===== config.mk =====
export PLATFORM = sky130hd
export DESIGN_NAME = bridge_low_power_states
export DESIGN_NICKNAME = d
export VERILOG_FILES = /design/src/design/bridge_pm_pkg.sv /design/src/design/pin_sync.sv /design/src/design/bridge_low_power_states.sv
export SDC_FILE = /design/constraint.sdc
export NUM_CORES = 1
export LEC_CHECK = 0
export ABC_AREA = 1
export BUFFER_PORTS_ARGS = -buffer_cell sky130_fd_sc_hd__buf_4
export CAP_MARGIN = 20
export CORE_UTILIZATION = 46
export CTS_BUF_LIST = sky130_fd_sc_hd__clkbuf_8
export DETAILED_ROUTE_END_ITERATION = 6
export PLACE_DENSITY = 0.88
export SYNTH_ARGS = -nofsm -noshare
export SYNTH_HDL_FRONTEND = slang
export SYNTH_SLANG_ARGS = --single-unit

===== constraint.sdc =====
create_clock -name clk -period 1.1 [get_ports clk]
set_clock_uncertainty 0.1 [all_clocks]
set_input_delay 0.11 -clock clk [delete_from_list [all_inputs] [get_ports clk]]
set_output_delay 0.11 -clock clk [all_outputs]
set_load 0.01 [all_outputs]

===== src/design/bridge_pm_pkg.sv =====
package bridge_pm_pkg;

	// Power states, Gray coded along off -> d0u -> d0a -> d1 -> d2 -> d3
	typedef enum logic [2:0] {
		ST_OFF      = 3'h0,
		ST_D0_UNINIT = 3'h1,
		ST_D0_ACTIVE = 3'h3,
		ST_D1       = 3'h2,
		ST_D2       = 3'h6,
		ST_D3       = 3'h7
	} power_state_type;

	typedef enum logic [1:0] {
		REQ_D0 = 2'h0,
		REQ_D1 = 2'h1,
		REQ_D2 = 2'h2,
		REQ_D3 = 2'h3
	} state_req_type;

	// Card-side pins, all asynchronous to clk
	typedef struct packed {
		logic clock_run_req;
		logic func_irq;
		logic status_change;
		logic card_present;
		logic card_wake;
	} card_pins_type;

	// Upstream cycle decode, same clock domain
	typedef struct packed {
		logic valid;
		logic is_config;
		logic is_type0;
		logic self_select;
	} pci_cycle_type;

	localparam int unsigned    SYNC_WIDTH  = 7;
	localparam int unsigned    SYNC_STAGES = 2;
	localparam logic [1:0]     VCC_OFF     = 2'h0;
	localparam power_state_type STATE_RESET = ST_OFF;
	localparam logic [1:0]     VCC_RESET   = VCC_OFF;

endpackage


===== src/design/pin_sync.sv =====
module pin_sync
	import bridge_pm_pkg::*;
(
	// Clock and reset
	input  wire logic                  clk,
	input  wire logic                  rst,
	// Pins
	input  wire logic [SYNC_WIDTH-1:0] pin_async,
	output logic      [SYNC_WIDTH-1:0] pin_sync
);

	logic [SYNC_WIDTH-1:0] stage1_q;
	logic [SYNC_WIDTH-1:0] stage2_q;

	genvar i;
	generate
		for (i = 0; i < SYNC_WIDTH; i++)
		begin : g_bit
			always_ff @(posedge clk or posedge rst)
			begin
				if (rst)
				begin
					stage1_q[i] <= 1'b0;
					stage2_q[i] <= 1'b0;
				end
				else
				begin
					stage1_q[i] <= pin_async[i];
					stage2_q[i] <= stage1_q[i];
				end
			end
		end
	endgenerate

	assign pin_sync = stage2_q;

endmodule // pin_sync


===== src/design/bridge_low_power_states.sv =====
module bridge_low_power_states
	import bridge_pm_pkg::*;
(
	// Clock and reset
	input  wire logic          clk,
	input  wire logic          rst,
	// Asynchronous pins
	input  wire card_pins_type card_pins,
	input  wire logic          seg_reset_pin,
	input  wire logic          power_good_pin,
	// Software control, same clock
	input  wire logic          state_req_valid,
	input  wire state_req_type state_req,
	input  wire logic          wake_event_enable,
	input  wire logic          clock_run_supported,
	input  wire logic          clock_run_stop,
	input  wire logic          vcc_write,
	input  wire logic [1:0]    vcc_req,
	input  wire logic          removal_ack,
	input  wire pci_cycle_type pci_cycle,
	// Status and control outputs
	output power_state_type    state_q,
	output logic               card_clk_en_q,
	output logic               card_bus_idle_q,
	output logic               card_irq_q,
	output logic               socket_status_change_irq_q,
	output logic               pci_irq_q,
	output logic               wake_o_q,
	output logic               wake_oe_n_q,
	output logic [1:0]         slot_vcc_q,
	output logic               card_removed_q,
	output logic               cycle_claim_q,
	output logic               func_access_q,
	output logic               config_access_q
);

	logic [SYNC_WIDTH-1:0] pins_s;
	card_pins_type         card_s;
	logic                  seg_reset_s;
	logic                  power_good_s;

	pin_sync u_sync (
		.clk       (clk),
		.rst       (rst),
		.pin_async ({card_pins, seg_reset_pin, power_good_pin}),
		.pin_sync  (pins_s)
	);

	assign card_s       = pins_s[SYNC_WIDTH-1:2];
	assign seg_reset_s  = pins_s[1];
	assign power_good_s = pins_s[0];

	// State machine
	power_state_type state_d;

	always_comb
	begin
		state_d = state_q;
		if (!power_good_s)
			state_d = ST_OFF;
		else if (seg_reset_s)
			state_d = ST_D0_UNINIT;
		else if (state_q == ST_OFF)
			state_d = ST_D0_UNINIT;
		else if (state_req_valid)
		begin
			case (state_q)
				ST_D0_UNINIT:
					if (state_req == REQ_D0)
						state_d = ST_D0_ACTIVE;
					else if (state_req == REQ_D3)
						state_d = ST_D3;
				ST_D0_ACTIVE:
					if (state_req == REQ_D1)
						state_d = ST_D1;
					else if (state_req == REQ_D2)
						state_d = ST_D2;
					else if (state_req == REQ_D3)
						state_d = ST_D3;
				ST_D1:
					if (state_req == REQ_D0)
						state_d = ST_D0_ACTIVE;
					else if (state_req == REQ_D2)
						state_d = ST_D2;
					else if (state_req == REQ_D3)
						state_d = ST_D3;
				ST_D2:
					if (state_req == REQ_D0)
						state_d = ST_D0_ACTIVE;
					else if (state_req == REQ_D3)
						state_d = ST_D3;
				ST_D3:
					if (state_req == REQ_D0)
						state_d = ST_D0_UNINIT;
				default:
					state_d = ST_OFF;
			endcase
		end
	end

	always_ff @(posedge clk or posedge rst)
	begin
		if (rst)
			state_q <= STATE_RESET;
		else
			state_q <= state_d;
	end

	// Output group, decoded from the current state
	logic       low_power;
	logic       active;
	logic       present_prev_q;
	logic       removal_evt;
	logic       card_clk_en_d;
	logic       card_bus_idle_d;
	logic       card_irq_d;
	logic       status_irq_d;
	logic       pci_irq_d;
	logic       wake_drive_d;
	logic [1:0] slot_vcc_d;
	logic       card_removed_d;
	logic       cycle_claim_d;
	logic       func_access_d;
	logic       config_access_d;

	assign low_power   = (state_q == ST_D1) || (state_q == ST_D2);
	assign active      = (state_q == ST_D0_ACTIVE);
	// Removal seen in every powered state, low power included
	assign removal_evt = present_prev_q && !card_s.card_present;

	always_comb
	begin
		card_clk_en_d = 1'b0;
		case (state_q)
			ST_D0_ACTIVE, ST_D1:
				card_clk_en_d = clock_run_supported ? !clock_run_stop : 1'b1;
			ST_D2:
				card_clk_en_d = clock_run_supported && card_s.clock_run_req;
			default:
				card_clk_en_d = 1'b0;
		endcase
		card_bus_idle_d = !active;
		// Interrupts only pass in D0 active
		card_irq_d      = active && card_s.func_irq;
		status_irq_d    = active && card_s.status_change;
		pci_irq_d       = active && (card_s.func_irq || card_s.status_change);
		wake_drive_d    = wake_event_enable && (active || low_power)
			&& (card_s.card_wake || removal_evt);
		// Slot supply frozen outside D0 active except for removal
		slot_vcc_d = slot_vcc_q;
		if (removal_evt)
			slot_vcc_d = VCC_OFF;
		else if (active && vcc_write)
			slot_vcc_d = vcc_req;
		// Set wins over acknowledge
		card_removed_d  = removal_evt || (card_removed_q && !removal_ack);
		cycle_claim_d   = pci_cycle.valid && (active || (state_q != ST_OFF
			&& pci_cycle.is_config && pci_cycle.is_type0 && pci_cycle.self_select));
		func_access_d   = active;
		config_access_d = (state_q != ST_OFF);
	end

	always_ff @(posedge clk or posedge rst)
	begin
		if (rst)
		begin
			present_prev_q             <= 1'b0;
			card_clk_en_q              <= 1'b0;
			card_bus_idle_q            <= 1'b1;
			card_irq_q                 <= 1'b0;
			socket_status_change_irq_q <= 1'b0;
			pci_irq_q                  <= 1'b0;
			wake_o_q                   <= 1'b0;
			wake_oe_n_q                <= 1'b1;
			slot_vcc_q                 <= VCC_RESET;
			card_removed_q             <= 1'b0;
			cycle_claim_q              <= 1'b0;
			func_access_q              <= 1'b0;
			config_access_q            <= 1'b0;
		end
		else
		begin
			present_prev_q             <= card_s.card_present;
			card_clk_en_q              <= card_clk_en_d;
			card_bus_idle_q            <= card_bus_idle_d;
			card_irq_q                 <= card_irq_d;
			socket_status_change_irq_q <= status_irq_d;
			pci_irq_q                  <= pci_irq_d;
			wake_o_q                   <= 1'b0;
			wake_oe_n_q                <= !wake_drive_d;
			slot_vcc_q                 <= slot_vcc_d;
			card_removed_q             <= card_removed_d;
			cycle_claim_q              <= cycle_claim_d;
			func_access_q              <= func_access_d;
			config_access_q            <= config_access_d;
		end
	end
endmodule // bridge_low_power_states


-- Word-level counts from Yosys, hierarchy flattened
Cells that the tools add are included.
- equality and inequality tests: 10
- multiplexer cells: 15
- reduce and logical (&&, ||, !) cells: 31
- operators with widths (cell ; number):
    3-bit 2-to-1 mux ; 10
    1-bit logical AND ; 13
    3-bit one-hot mux with 4 select lines ; 1
    3-bit by 2-bit == test with 1-bit output (second input constant) ; 2
    3-bit == test (second input constant) ; 2
    1-bit logical OR ; 6
    1-bit logical NOT ; 5
    5-bit by 4-bit != test with 1-bit output (second input constant) ; 1
    2-bit == test (second input constant) ; 2
    2-bit 2-to-1 mux ; 2
    4-bit by 3-bit != test with 1-bit output (second input constant) ; 1
    2-bit OR reduction ; 2
    3-bit by 1-bit == test with 1-bit output (second input constant) ; 1
    3-bit logical NOT ; 1
    3-bit nonzero test ; 1
    2-bit by 1-bit == test with 1-bit output (second input constant) ; 1
    2-bit logical NOT ; 1
    1-bit one-hot mux with 2 select lines ; 1
    2-bit AND reduction ; 1
    2-bit nonzero test ; 1
    1-bit 2-to-1 mux ; 1
- bits of input ports: 23
- logic and storage cells: 83
- register bits: 30

-- Depth between registers and ports, before layout
Gate-level depths: netlist (run 1).
- depth after elaboration: 9
- mapped depth: 9

-- Modules after synthesis
Synthesis (run 1) repeated with hierarchy kept, for this count alone.
- cell total of the unflattened synthesis: 104
- area total of the unflattened synthesis: 1117.3 µm²
- modules (own cells, without submodules) (module ; sequential area each (µm²) ; area each (µm²) ; cells an instance ; instances):
    bridge_low_power_states ; 402.9 ; 763.2 ; 89 ; 1
    pin_sync ; 350.3 ; 354.1 ; 15 ; 1

-- Least setup slack after synthesis (run 1)
OpenSTA, ideal clock, no wires.
- path kind: flip-flop to flip-flop
- start: register state_q[1]
- end: register state_q[0]
- stages on the path, launching flop included: 9
- period minus slack after synthesis: 1.197 ns
- arrival time: 0.980 ns
- path slack: -0.097 ns
- buffers on the path: 1
- setup time: 0.117 ns
- cells stage by stage: dfrtp_1 -> buf_6 -> inv_2 -> nand2_2 -> nand2_2 -> nor2_4 -> nand2_2 -> nand3_2 -> nand2_1
- longest elaborated chain between the ends: 7
- elaborated cells between the ends (all ways): 15
- classes of those cells: 7 x eq/ne; 5 x mux; 3 x reduce/logical
- ends and longest elaborated chain (element ; line ; text):
    start, declared ; bridge_low_power_states.sv:22 ; output power_state_type state_q,
    start signal, assigned ; bridge_low_power_states.sv:106 ; state_q <= state_d;
    3-bit == test or 3-bit by 1-bit == test with 1-bit output (tied branches) ; bridge_low_power_states.sv:67 ; case (state_q)
    2-bit OR reduction (no line) ; n/a ;
    3-bit one-hot mux with 4 select lines ; bridge_low_power_states.sv:67 ;
    3-bit 2-to-1 mux ; bridge_low_power_states.sv:65 ; else if (state_req_valid)
    3-bit 2-to-1 mux ; bridge_low_power_states.sv:63 ; else if (state_q == ST_OFF)
    3-bit 2-to-1 mux ; bridge_low_power_states.sv:61 ; else if (seg_reset_s)
    3-bit 2-to-1 mux ; bridge_low_power_states.sv:59 ; if (!power_good_s)
Parallel ways exist; a longest one is shown, timed or not. The select of a mux whose other input is x is not followed.
A chain may end at the register's enable or synchronous reset.

-- Worst setup path after layout (run 1)
- start: register state_q[1]
- end: register state_q[1]
- longest elaborated chain between the ends: 8
- elaborated cells between the ends (all ways): 20
- classes of those cells: 7 x eq/ne; 10 x mux; 3 x reduce/logical
- ends and longest elaborated chain (element ; line):
    3-bit 2-to-1 mux (2 in a row) ; n/a
    3-bit 2-to-1 mux, on equally long branches ; n/a
    3-bit one-hot mux with 4 select lines ; bridge_low_power_states.sv:67
    3-bit 2-to-1 mux ; bridge_low_power_states.sv:65
    3-bit 2-to-1 mux ; bridge_low_power_states.sv:63
    3-bit 2-to-1 mux ; bridge_low_power_states.sv:61
    3-bit 2-to-1 mux ; bridge_low_power_states.sv:59
Parallel ways exist; a longest one is shown, timed or not. The select of a mux whose other input is x is not followed.

==> flow_summary.toml, run 1 <==
[floorplan]
die_y_um = 51.8
die_area_um2 = 2680
placementRows = 17
ios = 39
start_util = 0.501
fp.dieW_um = 51.8
fp.coreArea_um2 = 2280

[cells_and_area]
final_nets = 190
final_layout_size_suffix_gt1_frac = 0.458
antenna_cells = 0
syn2layout_area_growth_pct = 55.5
final_cells = 196
final_common_cell = "buf_4"
nFillCells = 131
most-common-layout-cells = "buf_4, dfrtp_1, nand2_1"

[setup_path]
path_buf_inv = 1
reg2reg_setup_slack_ps = -130
worstReg2RegEnd = "state_q[1]$_DFFE_PP0P_"
cp_cell_sequence = "inv_4, nor2_2, nand2_1, nand2_1, o21ai_1, nand2_1, nand2_1, nand2_1"
cp.depth = 8
critical_path.max_stage_delay_ps = 450
r2r-start = "state_q[1]$_DFFE_PP0P_"
worstPathMaxFanout = 5
crit_arrival_ps = 1290
critPathLaunchType = "flip-flop"
cp.required_ps = 1160
crit_family = "flip-flops"
crit_top_cell = "nand2_1"
ff2ff_path_depth = 8
startpoint = "state_q[1]$_DFFE_PP0P_"
endpoint_kind = "flip-flop"
cp-endpoint = "state_q[1]$_DFFE_PP0P_"
crit_type = "flip-flop to flip-flop"
worst_path_max_delay_cell = "dfrtp_2"

[global_route]
grt_first_pass_wirelength_um = 4150
grt_usage = 0.229
gr-max-usage-layer = "met2"
met2_usage = 0.418
grt_antenna_before_repair = 0
grt_use_met3 = 0.0702
grt_use_met1 = 0.217
grt_pass1_vias = 984
overflow = 0
grt_max_degree = 31

[hold_path]
min_delay_path_depth = 3
hold_path.class = "input pin to flip-flop"

[timing]
rsz0062_at_grt = "true"
post-route-period-util = 1.12
maxSlewViolCount = 0
setup_violations = 16
holdWs_ps = -7.96
timing.fmax_mhz = 813
fin_crit_ps = 1230
hold_viol = 1
setup_slack_ps = -129

[clocking]
clk_path_buf_depth = 2
h-tree-depth = 2
clkLatencyLatePin_ps = 280
cts_tree = "built"
cts_buffers = 5
clockRootBuffer = "clkbuf_8"
cts.clk_slew.worst_paths_ps = 60
clkSinkCount = 30

[routing]
dr.pass1.iters = 4
drc_errors = 0
routed_via_density = 4.87
vias = 954
first_iter_violations = 22
wl_per_cell_um = 12.8
drt-total-wl_um = 2500
ant_nets = 0

[synthesis]
ys_seq_elements = 30
synth_fp_nets = 127
ys_types = 22
synth-xor-area-share = 0
synthesis.area_um2 = 1140
avgSynthCellArea_um2 = 11.0
synth-seq-area-share = 0.660
synth.area.mux_share = 0
synth_top_family_by_area = "simple AND/OR/NAND/NOR gates"
synthSimpleGateAreaFrac = 0.183
synth_fa_ha_area_frac = 0
synthCells = 104
synth_compound_area_frac = 0.0779
yosysWarnings = 0

[place]
gp_congestion = 0.808
place_ws_ps = -144
portBuffers = 37
dp_cells = 175
dp_hpwl_um = 1650

[pwr]
power_density_nw_per_um2 = 1300
p_leak_nw = 0.908
p_total_mw = 2.31
ir_drop_mv = 1.16

[status]
violations = "hold timing, setup timing"
status = "finished with violations"

[flow_run]
maxCapViolCount = 0
metrics by stage:
| step | util | cell area [um^2] | TNS (ps) |
|---|---|---|---|
| 3_3_place_gp | 0.662 | 1510 | -484 |
| 3_5_place_dp | 0.662 | 1510 | -990 |
| 4_1_cts | 0.774 | 1760 | -973 |
| 6_report | 0.780 | 1770 | -1210 |
| 5_1_grt | 0.780 | 1770 | -1990 |
| 2_1_floorplan | - | 1140 | -306 |
sequential cells by signal, summed over array words and instances (netlist names):
name,cells
card_bus_idle_q,1
card_clk_en_q,1
card_irq_q,1
card_removed_q,1
config_access_q,1
cycle_claim_q,1
func_access_q,1
pci_irq_q,1
present_prev_q,1
slot_vcc_q,2
socket_status_change_irq_q,1
state_q,3
u_sync.pin_sync,7
u_sync.stage1_q,7
wake_oe_n_q,1
report_power, final:
part | total, mW | leakage (nW) | switching [mW] | internal (mW)
clock network | 0.874 | 0.0524 | 0.381 | 0.494
registers | 1.17 | 0.367 | 0.0232 | 1.15
logic | 0.261 | 0.489 | 0.115 | 0.146
total | 2.31 | 0.908 | 0.519 | 1.79
cells in the mapped netlist (all sizes together):
cell / count / area, um^2
nand3: 11 / 70.1
a21oi: 3 / 15.0
buf: 3 / 30.0
o21ai: 8 / 58.8
dfrtp: 28 / 701
a21boi: 1 / 7.51
inv: 15 / 56.3
conb: 1 / 3.75
o21bai: 1 / 7.51
nor2: 9 / 46.3
nand2: 21 / 86.3
nand4: 1 / 6.26
dfstp: 2 / 52.6
worst register-to-register path: stages, from the launching register on:
cell,delay (ps)
dfrtp_2,450
inv_4,90
nor2_2,40
nand2_1,90
nand2_1,90
o21ai_1,80
nand2_1,60
nand2_1,70
nand2_1,50
cell families after synthesis:
family	after synthesis
AO/OA/AOI/OAI	13
buffers and inverters	18
flip-flops	30
other	1
AND/OR/NAND/NOR	42
area by class of cell:
type / count / area, um^2 / share of cell area
sequential: 30 / 757 / 0.427
timing repair buffer: 59 / 512 / 0.288
multi-input combinational: 56 / 318 / 0.179
clock buffer: 6 / 82.6 / 0.0465
inverter: 15 / 61.3 / 0.0346
tap: 28 / 35.0 / 0.0197
clock inverter: 2 / 8.76 / 0.00494
timing repair:
item	in CTS	in global routing
setup endpoints to repair	17	17
pin swaps	2	3
endpoints found under the hold margin	41	0
resized for setup	12	4
setup buffers	1	0
hold buffers	12	0
metal layers:
layer / vias up / routed length (um)
li1: 448 / -
met1: 458 / 955
met2: 39 / 1330
met3: 9 / 128
met4: 0 / 86
met5: - / 0
worst min path at each step:
| stage | startpoint | endpoint | slack [ps] |
|---|---|---|---|
| 6_report | vcc_req[0] | slot_vcc_q[0]$_DFFE_PP0P_ | -8 |
| 5_1_grt | vcc_req[0] | slot_vcc_q[0]$_DFFE_PP0P_ | 10 |
| 4_1_cts | pci_cycle[2] | cycle_claim_q$_DFF_PP0_ | 6 |
| 3_5_place_dp | rst | u_sync.pin_sync[0]$_DFF_PP0_ | 70 |
| 3_3_place_gp | rst | u_sync.stage1_q[0]$_DFF_PP0_ | 60 |
| 2_1_floorplan | power_good_pin | u_sync.stage1_q[0]$_DFF_PP0_ | 40 |
Power figures use the tool's default switching activity.
==> inputs of run 2 (changes only) <==
--- a/config.mk
+++ b/config.mk
@@ -8,10 +8,11 @@
 export ABC_AREA = 1
 export BUFFER_PORTS_ARGS = -buffer_cell sky130_fd_sc_hd__buf_4
 export CAP_MARGIN = 20
-export CORE_UTILIZATION = 46
+export CORE_ASPECT_RATIO = 1.25
+export CORE_UTILIZATION = 25
 export CTS_BUF_LIST = sky130_fd_sc_hd__clkbuf_8
 export DETAILED_ROUTE_END_ITERATION = 6
-export PLACE_DENSITY = 0.88
+export PLACE_DENSITY = 0.58
 export SYNTH_ARGS = -nofsm -noshare
 export SYNTH_HDL_FRONTEND = slang
 export SYNTH_SLANG_ARGS = --single-unit
==> run 2 against run 1 <==
  * The flow finishes with violations (setup timing)
  * Critical path depth is 6 lower
  * Via count decreased by 2.8%
  * Power down 0.34%
  * Sequential share of layout area down 3.6 points
  * Register-to-register slack about the same
  * Worst hold slack better by 34 ps
  * Flip-flop and latch count unchanged
  * Die area up 80%
  * Combinational power up 7%
  * Highest routed layer unchanged
==> flow_summary.toml, run 2 (synthesized netlist as in run 1, its figures left out) <==
[pwr]
ir_drop_mv = 0.755
clockPowerShare = 0.370
sequentialPowerShare = 0.509
p_switching_mw = 0.558
p_leak_nw = 0.939
swShare = 0.243
p_comb_frac = 0.122
power_density_nw_per_um2 = 1190
p_int_mw = 1.74

[place]
gp_congestion = 0.834
dp_hpwl_um = 1690
place_area_um2 = 1550
dp_cells = 206
portBuffers = 37
place_ws_ps = -168

[clocking]
cts.clk_slew.worst_paths_ps = 60
clkSinkCount = 30
h-tree-depth = 2
cts_buffers = 5
clockRootBuffer = "clkbuf_8"
clk_path_buf_depth = 2
cts_tree = "built"
clkLatencyLatePin_ps = 280

[status]
violations = "setup timing"
status = "finished with violations"

[floorplan]
fp.dieW_um = 62.4
fp.coreArea_um2 = 4390
start_util = 0.260
die_area_um2 = 4840
die_y_um = 77.5
placementRows = 27
ios = 39

[setup_path]
worstPathMaxFanout = 6
path_buf_inv = 2
cp_cell_sequence = "buf_6, buf_6"
reg2reg_setup_slack_ps = -120
cp.depth = 2
crit_type = "flip-flop to primary output"
endpoint_kind = "primary output"
crit_arrival_ps = 1020
critical_path.max_stage_delay_ps = 480
crit_family = "flip-flops"
ff2ff_path_depth = 6
r2r-start = "state_q[0]$_DFFE_PP0P_"
critPathLaunchType = "flip-flop"
worst_path_max_delay_cell = "dfrtp_2"
cp.required_ps = 890
worstReg2RegEnd = "state_q[0]$_DFFE_PP0P_"
crit_top_cell = "buf_6"

[global_route]
grt_max_degree = 31
grt_usage = 0.114
grt_antenna_before_repair = 0
grt_use_met3 = 0.0338
grt_first_pass_wirelength_um = 4150
grt_use_met1 = 0.104
met2_usage = 0.217
overflow = 0
grt_pass1_vias = 975
gr-max-usage-layer = "met2"

[cells_and_area]
final_layout_size_suffix_gt1_frac = 0.494
most-common-layout-cells = "buf_4, dfrtp_1, nand2_1"
final_area_um2 = 1940
ff_latch_area_um2 = 757
syn2layout_area_growth_pct = 69.6
final_cells = 234
antenna_cells = 0
multi_input_area_um2 = 358
nFillCells = 431
final_nets = 198
final_common_cell = "buf_4"

[timing]
fin_crit_ps = 1230
setup_violations = 15
setup_slack_ps = -128
holdWs_ps = 26.2
hold_viol = 0
timing.fmax_mhz = 814
rsz0062_at_grt = "true"
maxSlewViolCount = 0
setup_tns_ps = -981
post-route-period-util = 1.12

[routing]
drt-total-wl_um = 2520
wl_per_cell_um = 10.8
ant_nets = 0
first_iter_violations = 37
routed_via_density = 3.96
vias = 927
drc_errors = 0
dr.pass1.iters = 4

[flow_run]
maxCapViolCount = 0

[hold_path]
hold_path.class = "input pin to flip-flop"
min_delay_path_depth = 3
hold_end = "cycle_claim_q$_DFF_PP0_"
min-delay-start = "pci_cycle[0]"
run 2: how the worst max path moves through the flow:
stage / startpoint / end / slack, ps
floorplan: state_q[1]$_DFFE_PP0P_ / state_q[0]$_DFFE_PP0P_ / -90
detailed placement: state_q[2]$_DFFE_PP0P_ / slot_vcc_q[1]$_DFFE_PP0P_ / -170
global placement: state_q[0]$_DFFE_PP0P_ / state_q[0]$_DFFE_PP0P_ / -120
CTS: state_q[0]$_DFFE_PP0P_ / state_q[0] / -120
finish: state_q[0]$_DFFE_PP0P_ / state_q[0] / -130
global route: state_q[0]$_DFFE_PP0P_ / state_q[0]$_DFFE_PP0P_ / -220
run 2: power by group through the flow:
stage               combinational (mW)  clock (mW)  sequential (mW)
finish                           0.279       0.849             1.17
detailed placement               0.215           0             1.19
global route                     0.307       0.923             1.17
floorplan                       0.0986           0             1.19
global placement                 0.210           0             1.19
CTS                              0.266       0.872             1.17
run 2: worst register-to-register path: stages (launching register included):
cell and delay [ps]:
dfrtp_2 480, buf_6 160, a21oi_4 160, nand2_1 70
nand2_1 70, nand3_2 60, nand2_1 60
run 2: repair_timing:
action,4_1_cts,5_1_grt
setup buffers,2,4
pin swaps,0,4
hold buffers,14,0
resized for setup,14,18
hold endpoints to repair,43,0
setup endpoints to repair,17,17
run 2: metrics by stage:
stage	utilization	total power, mW
finish	0.441	2.30
global route	0.441	2.40
CTS	0.420	2.31
detailed placement	0.354	1.40
global placement	0.354	1.40
floorplan	-	1.28
run 2: final cells by class:
cell class,instances,share of cell area
Sequential cell,30,0.391
Timing Repair Buffer,67,0.310
Multi-Input combinational cell,56,0.185
Tap cell,58,0.0375
Clock buffer,5,0.0356
Inverter,15,0.0317
Clock inverter,3,0.00970
run 2: layer usage:
layer / wire [um] / vias to the layer above / part of all wire
li1: - / 463 / -
met1: 948 / 434 / 0.38
met2: 1440 / 26 / 0.57
met3: 98 / 4 / 0.039
met4: 28 / 0 / 0.011
met5: 0 / - / 0
==> inputs of run 3 (changes only) <==
--- a/config.mk
+++ b/config.mk
@@ -8,7 +8,7 @@
 export ABC_AREA = 1
 export BUFFER_PORTS_ARGS = -buffer_cell sky130_fd_sc_hd__buf_4
 export CAP_MARGIN = 20
-export CORE_ASPECT_RATIO = 1.25
+export CORE_ASPECT_RATIO = 0.7
 export CORE_UTILIZATION = 25
 export CTS_BUF_LIST = sky130_fd_sc_hd__clkbuf_8
 export DETAILED_ROUTE_END_ITERATION = 6
==> run 3 against run 2 <==
  * The run still ends with setup timing left
  * Worst hold slack worse by 0.63 ps
  * Cell area is 2.8% lower
  * Critical path type is now flip-flop to flip-flop
  * Clock power is 30% higher
  * Sequential power hardly changed
  * Combinational power is 3% lower
  * First-iteration DRC count is 32% higher
  * Critical path depth is 5 higher
  * Sequential share of layout area is 1.1 points higher
==> flow_summary.toml, run 3 (synthesized netlist as in run 1, its figures left out) <==
[setup_path]
cp.required_ps = 1200
crit_arrival_ps = 1340
crit_type = "flip-flop to flip-flop"
critPathLaunchType = "flip-flop"
endpoint_kind = "flip-flop"
worstPathMaxFanout = 6

[global_route]
grt_max_degree = 31
grt_pass1_vias = 959
grt_first_pass_wirelength_um = 4020
overflow = 0
grt_antenna_before_repair = 0
grt_usage = 0.114

[pwr]
p_comb_frac = 0.106
p_switching_mw = 0.522
power_density_nw_per_um2 = 1350
ir_drop_mv = 0.938
clockPowerShare = 0.434
swShare = 0.205
p_leak_nw = 0.935
p_int_mw = 2.02
sequentialPowerShare = 0.460

[timing]
maxSlewViolCount = 0
rsz0062_at_grt = "true"
holdWs_ps = 25.6
hold_viol = 0
fin_crit_ps = 1240
setup_slack_ps = -142
timing.fmax_mhz = 805
setup_violations = 13
post-route-period-util = 1.13

[clocking]
cts_buffers = 5
clockRootBuffer = "clkbuf_8"
clkSinkCount = 30
clk_path_buf_depth = 2
h-tree-depth = 2
cts_tree = "built"
clkLatencyLatePin_ps = 270
cts.clk_slew.worst_paths_ps = 70

[place]
gp_congestion = 0.743
portBuffers = 37
dp_cells = 202
dp_hpwl_um = 1700

[cells_and_area]
syn2layout_area_growth_pct = 64.9
antenna_cells = 0
most-common-layout-cells = "buf_4, dfrtp_1, nand2_1"
final_cells = 227
final_nets = 195
final_layout_size_suffix_gt1_frac = 0.477
nFillCells = 423
final_common_cell = "buf_4"

[floorplan]
ios = 39
fp.dieW_um = 82.8
start_util = 0.262
die_area_um2 = 4840
placementRows = 20
fp.coreArea_um2 = 4350
die_y_um = 58.5

[routing]
vias = 919
dr.pass1.iters = 4
drt-total-wl_um = 2460
ant_nets = 0
routed_via_density = 4.05
first_iter_violations = 49
wl_per_cell_um = 10.9
drc_errors = 0

[status]
status = "finished with violations"
violations = "setup timing"

[hold_path]
hold_path.class = "input pin to flip-flop"

[flow_run]
maxCapViolCount = 0
[run 3: changes by cell type in the layout (fill, tap and decap cells not counted), sizes merged]
cell	before	now
buf	53	50
bufinv	0	1
clkbuf	5	6
clkinvlp	2	0
inv	16	15
[run 3: power groups by stage]
stage	Sequential, mW	Combinational, mW	Clock, mW
5_1_grt	1.18	0.299	1.19
2_1_floorplan	1.19	0.0986	0
6_report	1.17	0.271	1.10
4_1_cts	1.17	0.260	1.13
3_3_place_gp	1.19	0.203	0
3_5_place_dp	1.19	0.207	0
[run 3: what timing repair did]
item / in CTS / in global routing
resized for setup: 11 / 8
endpoints found under the setup margin: 16 / 16
endpoints found under the hold margin: 43 / 0
hold buffers: 14 / 0
pin swaps: 1 / 5
setup buffers: 3 / 3
[run 3: worst paths after layout]
kind / from / endpoint / slack [ps] / depth (start not counted)
max: state_q[2]$_DFFE_PP0P_ / state_q[2]$_DFFE_PP0P_ / -140 / 7
max in group asynchronous: rst / card_bus_idle_q$_DFF_PP1_ / 340 / 4
min reg2reg: u_sync.stage1_q[4]$_DFF_PP0_ / u_sync.pin_sync[4]$_DFF_PP0_ / 250 / 0
min in group asynchronous: rst / pci_irq_q$_DFF_PP0_ / 330 / 4
min: pci_cycle[2] / cycle_claim_q$_DFF_PP0_ / 30 / 3
max reg2reg: state_q[2]$_DFFE_PP0P_ / state_q[2]$_DFFE_PP0P_ / -140 / 7
[run 3: layout make-up]
cell class | count | area [um^2] | share of cell area
sequential | 30 | 757 | 0.402
timing repair buffer | 64 | 558 | 0.297
multi-input combinational | 56 | 327 | 0.174
clock buffer | 6 | 82.6 | 0.0439
tap | 55 | 68.8 | 0.0366
inverter | 15 | 58.8 | 0.0313
clock inverter | 1 | 30.0 | 0.0160
[run 3: worst max-delay path: stages (launching register included)]
cell	delay, ps
dfrtp_2	470
inv_2	150
nand3_2	110
nand2_1	80
nand2_1	50
nand2_1	80
nand2_1	70
o21ai_2	50
[run 3: stage by stage]
stage               utilization  power [mW]  instance area, um^2  setup WS, ps  setup TNS [ps]
global placement          0.354        1.39                 1540          -108            -543
floorplan                     -        1.28                 1140         -91.5            -306
finish                    0.432        2.55                 1880          -142           -1140
global route              0.432        2.67                 1880          -204           -1800
detailed placement        0.354        1.40                 1540          -154            -783
CTS                       0.426        2.56                 1860         -98.6            -801
[run 3: metal layers]
metal	up-vias	part of all wire	track usage
li1	459	-	-
met1	421	0.44	0.134
met2	35	0.49	0.191
met3	4	0.062	0.0434
met4	0	0.014	0.0443
met5	-	0	0
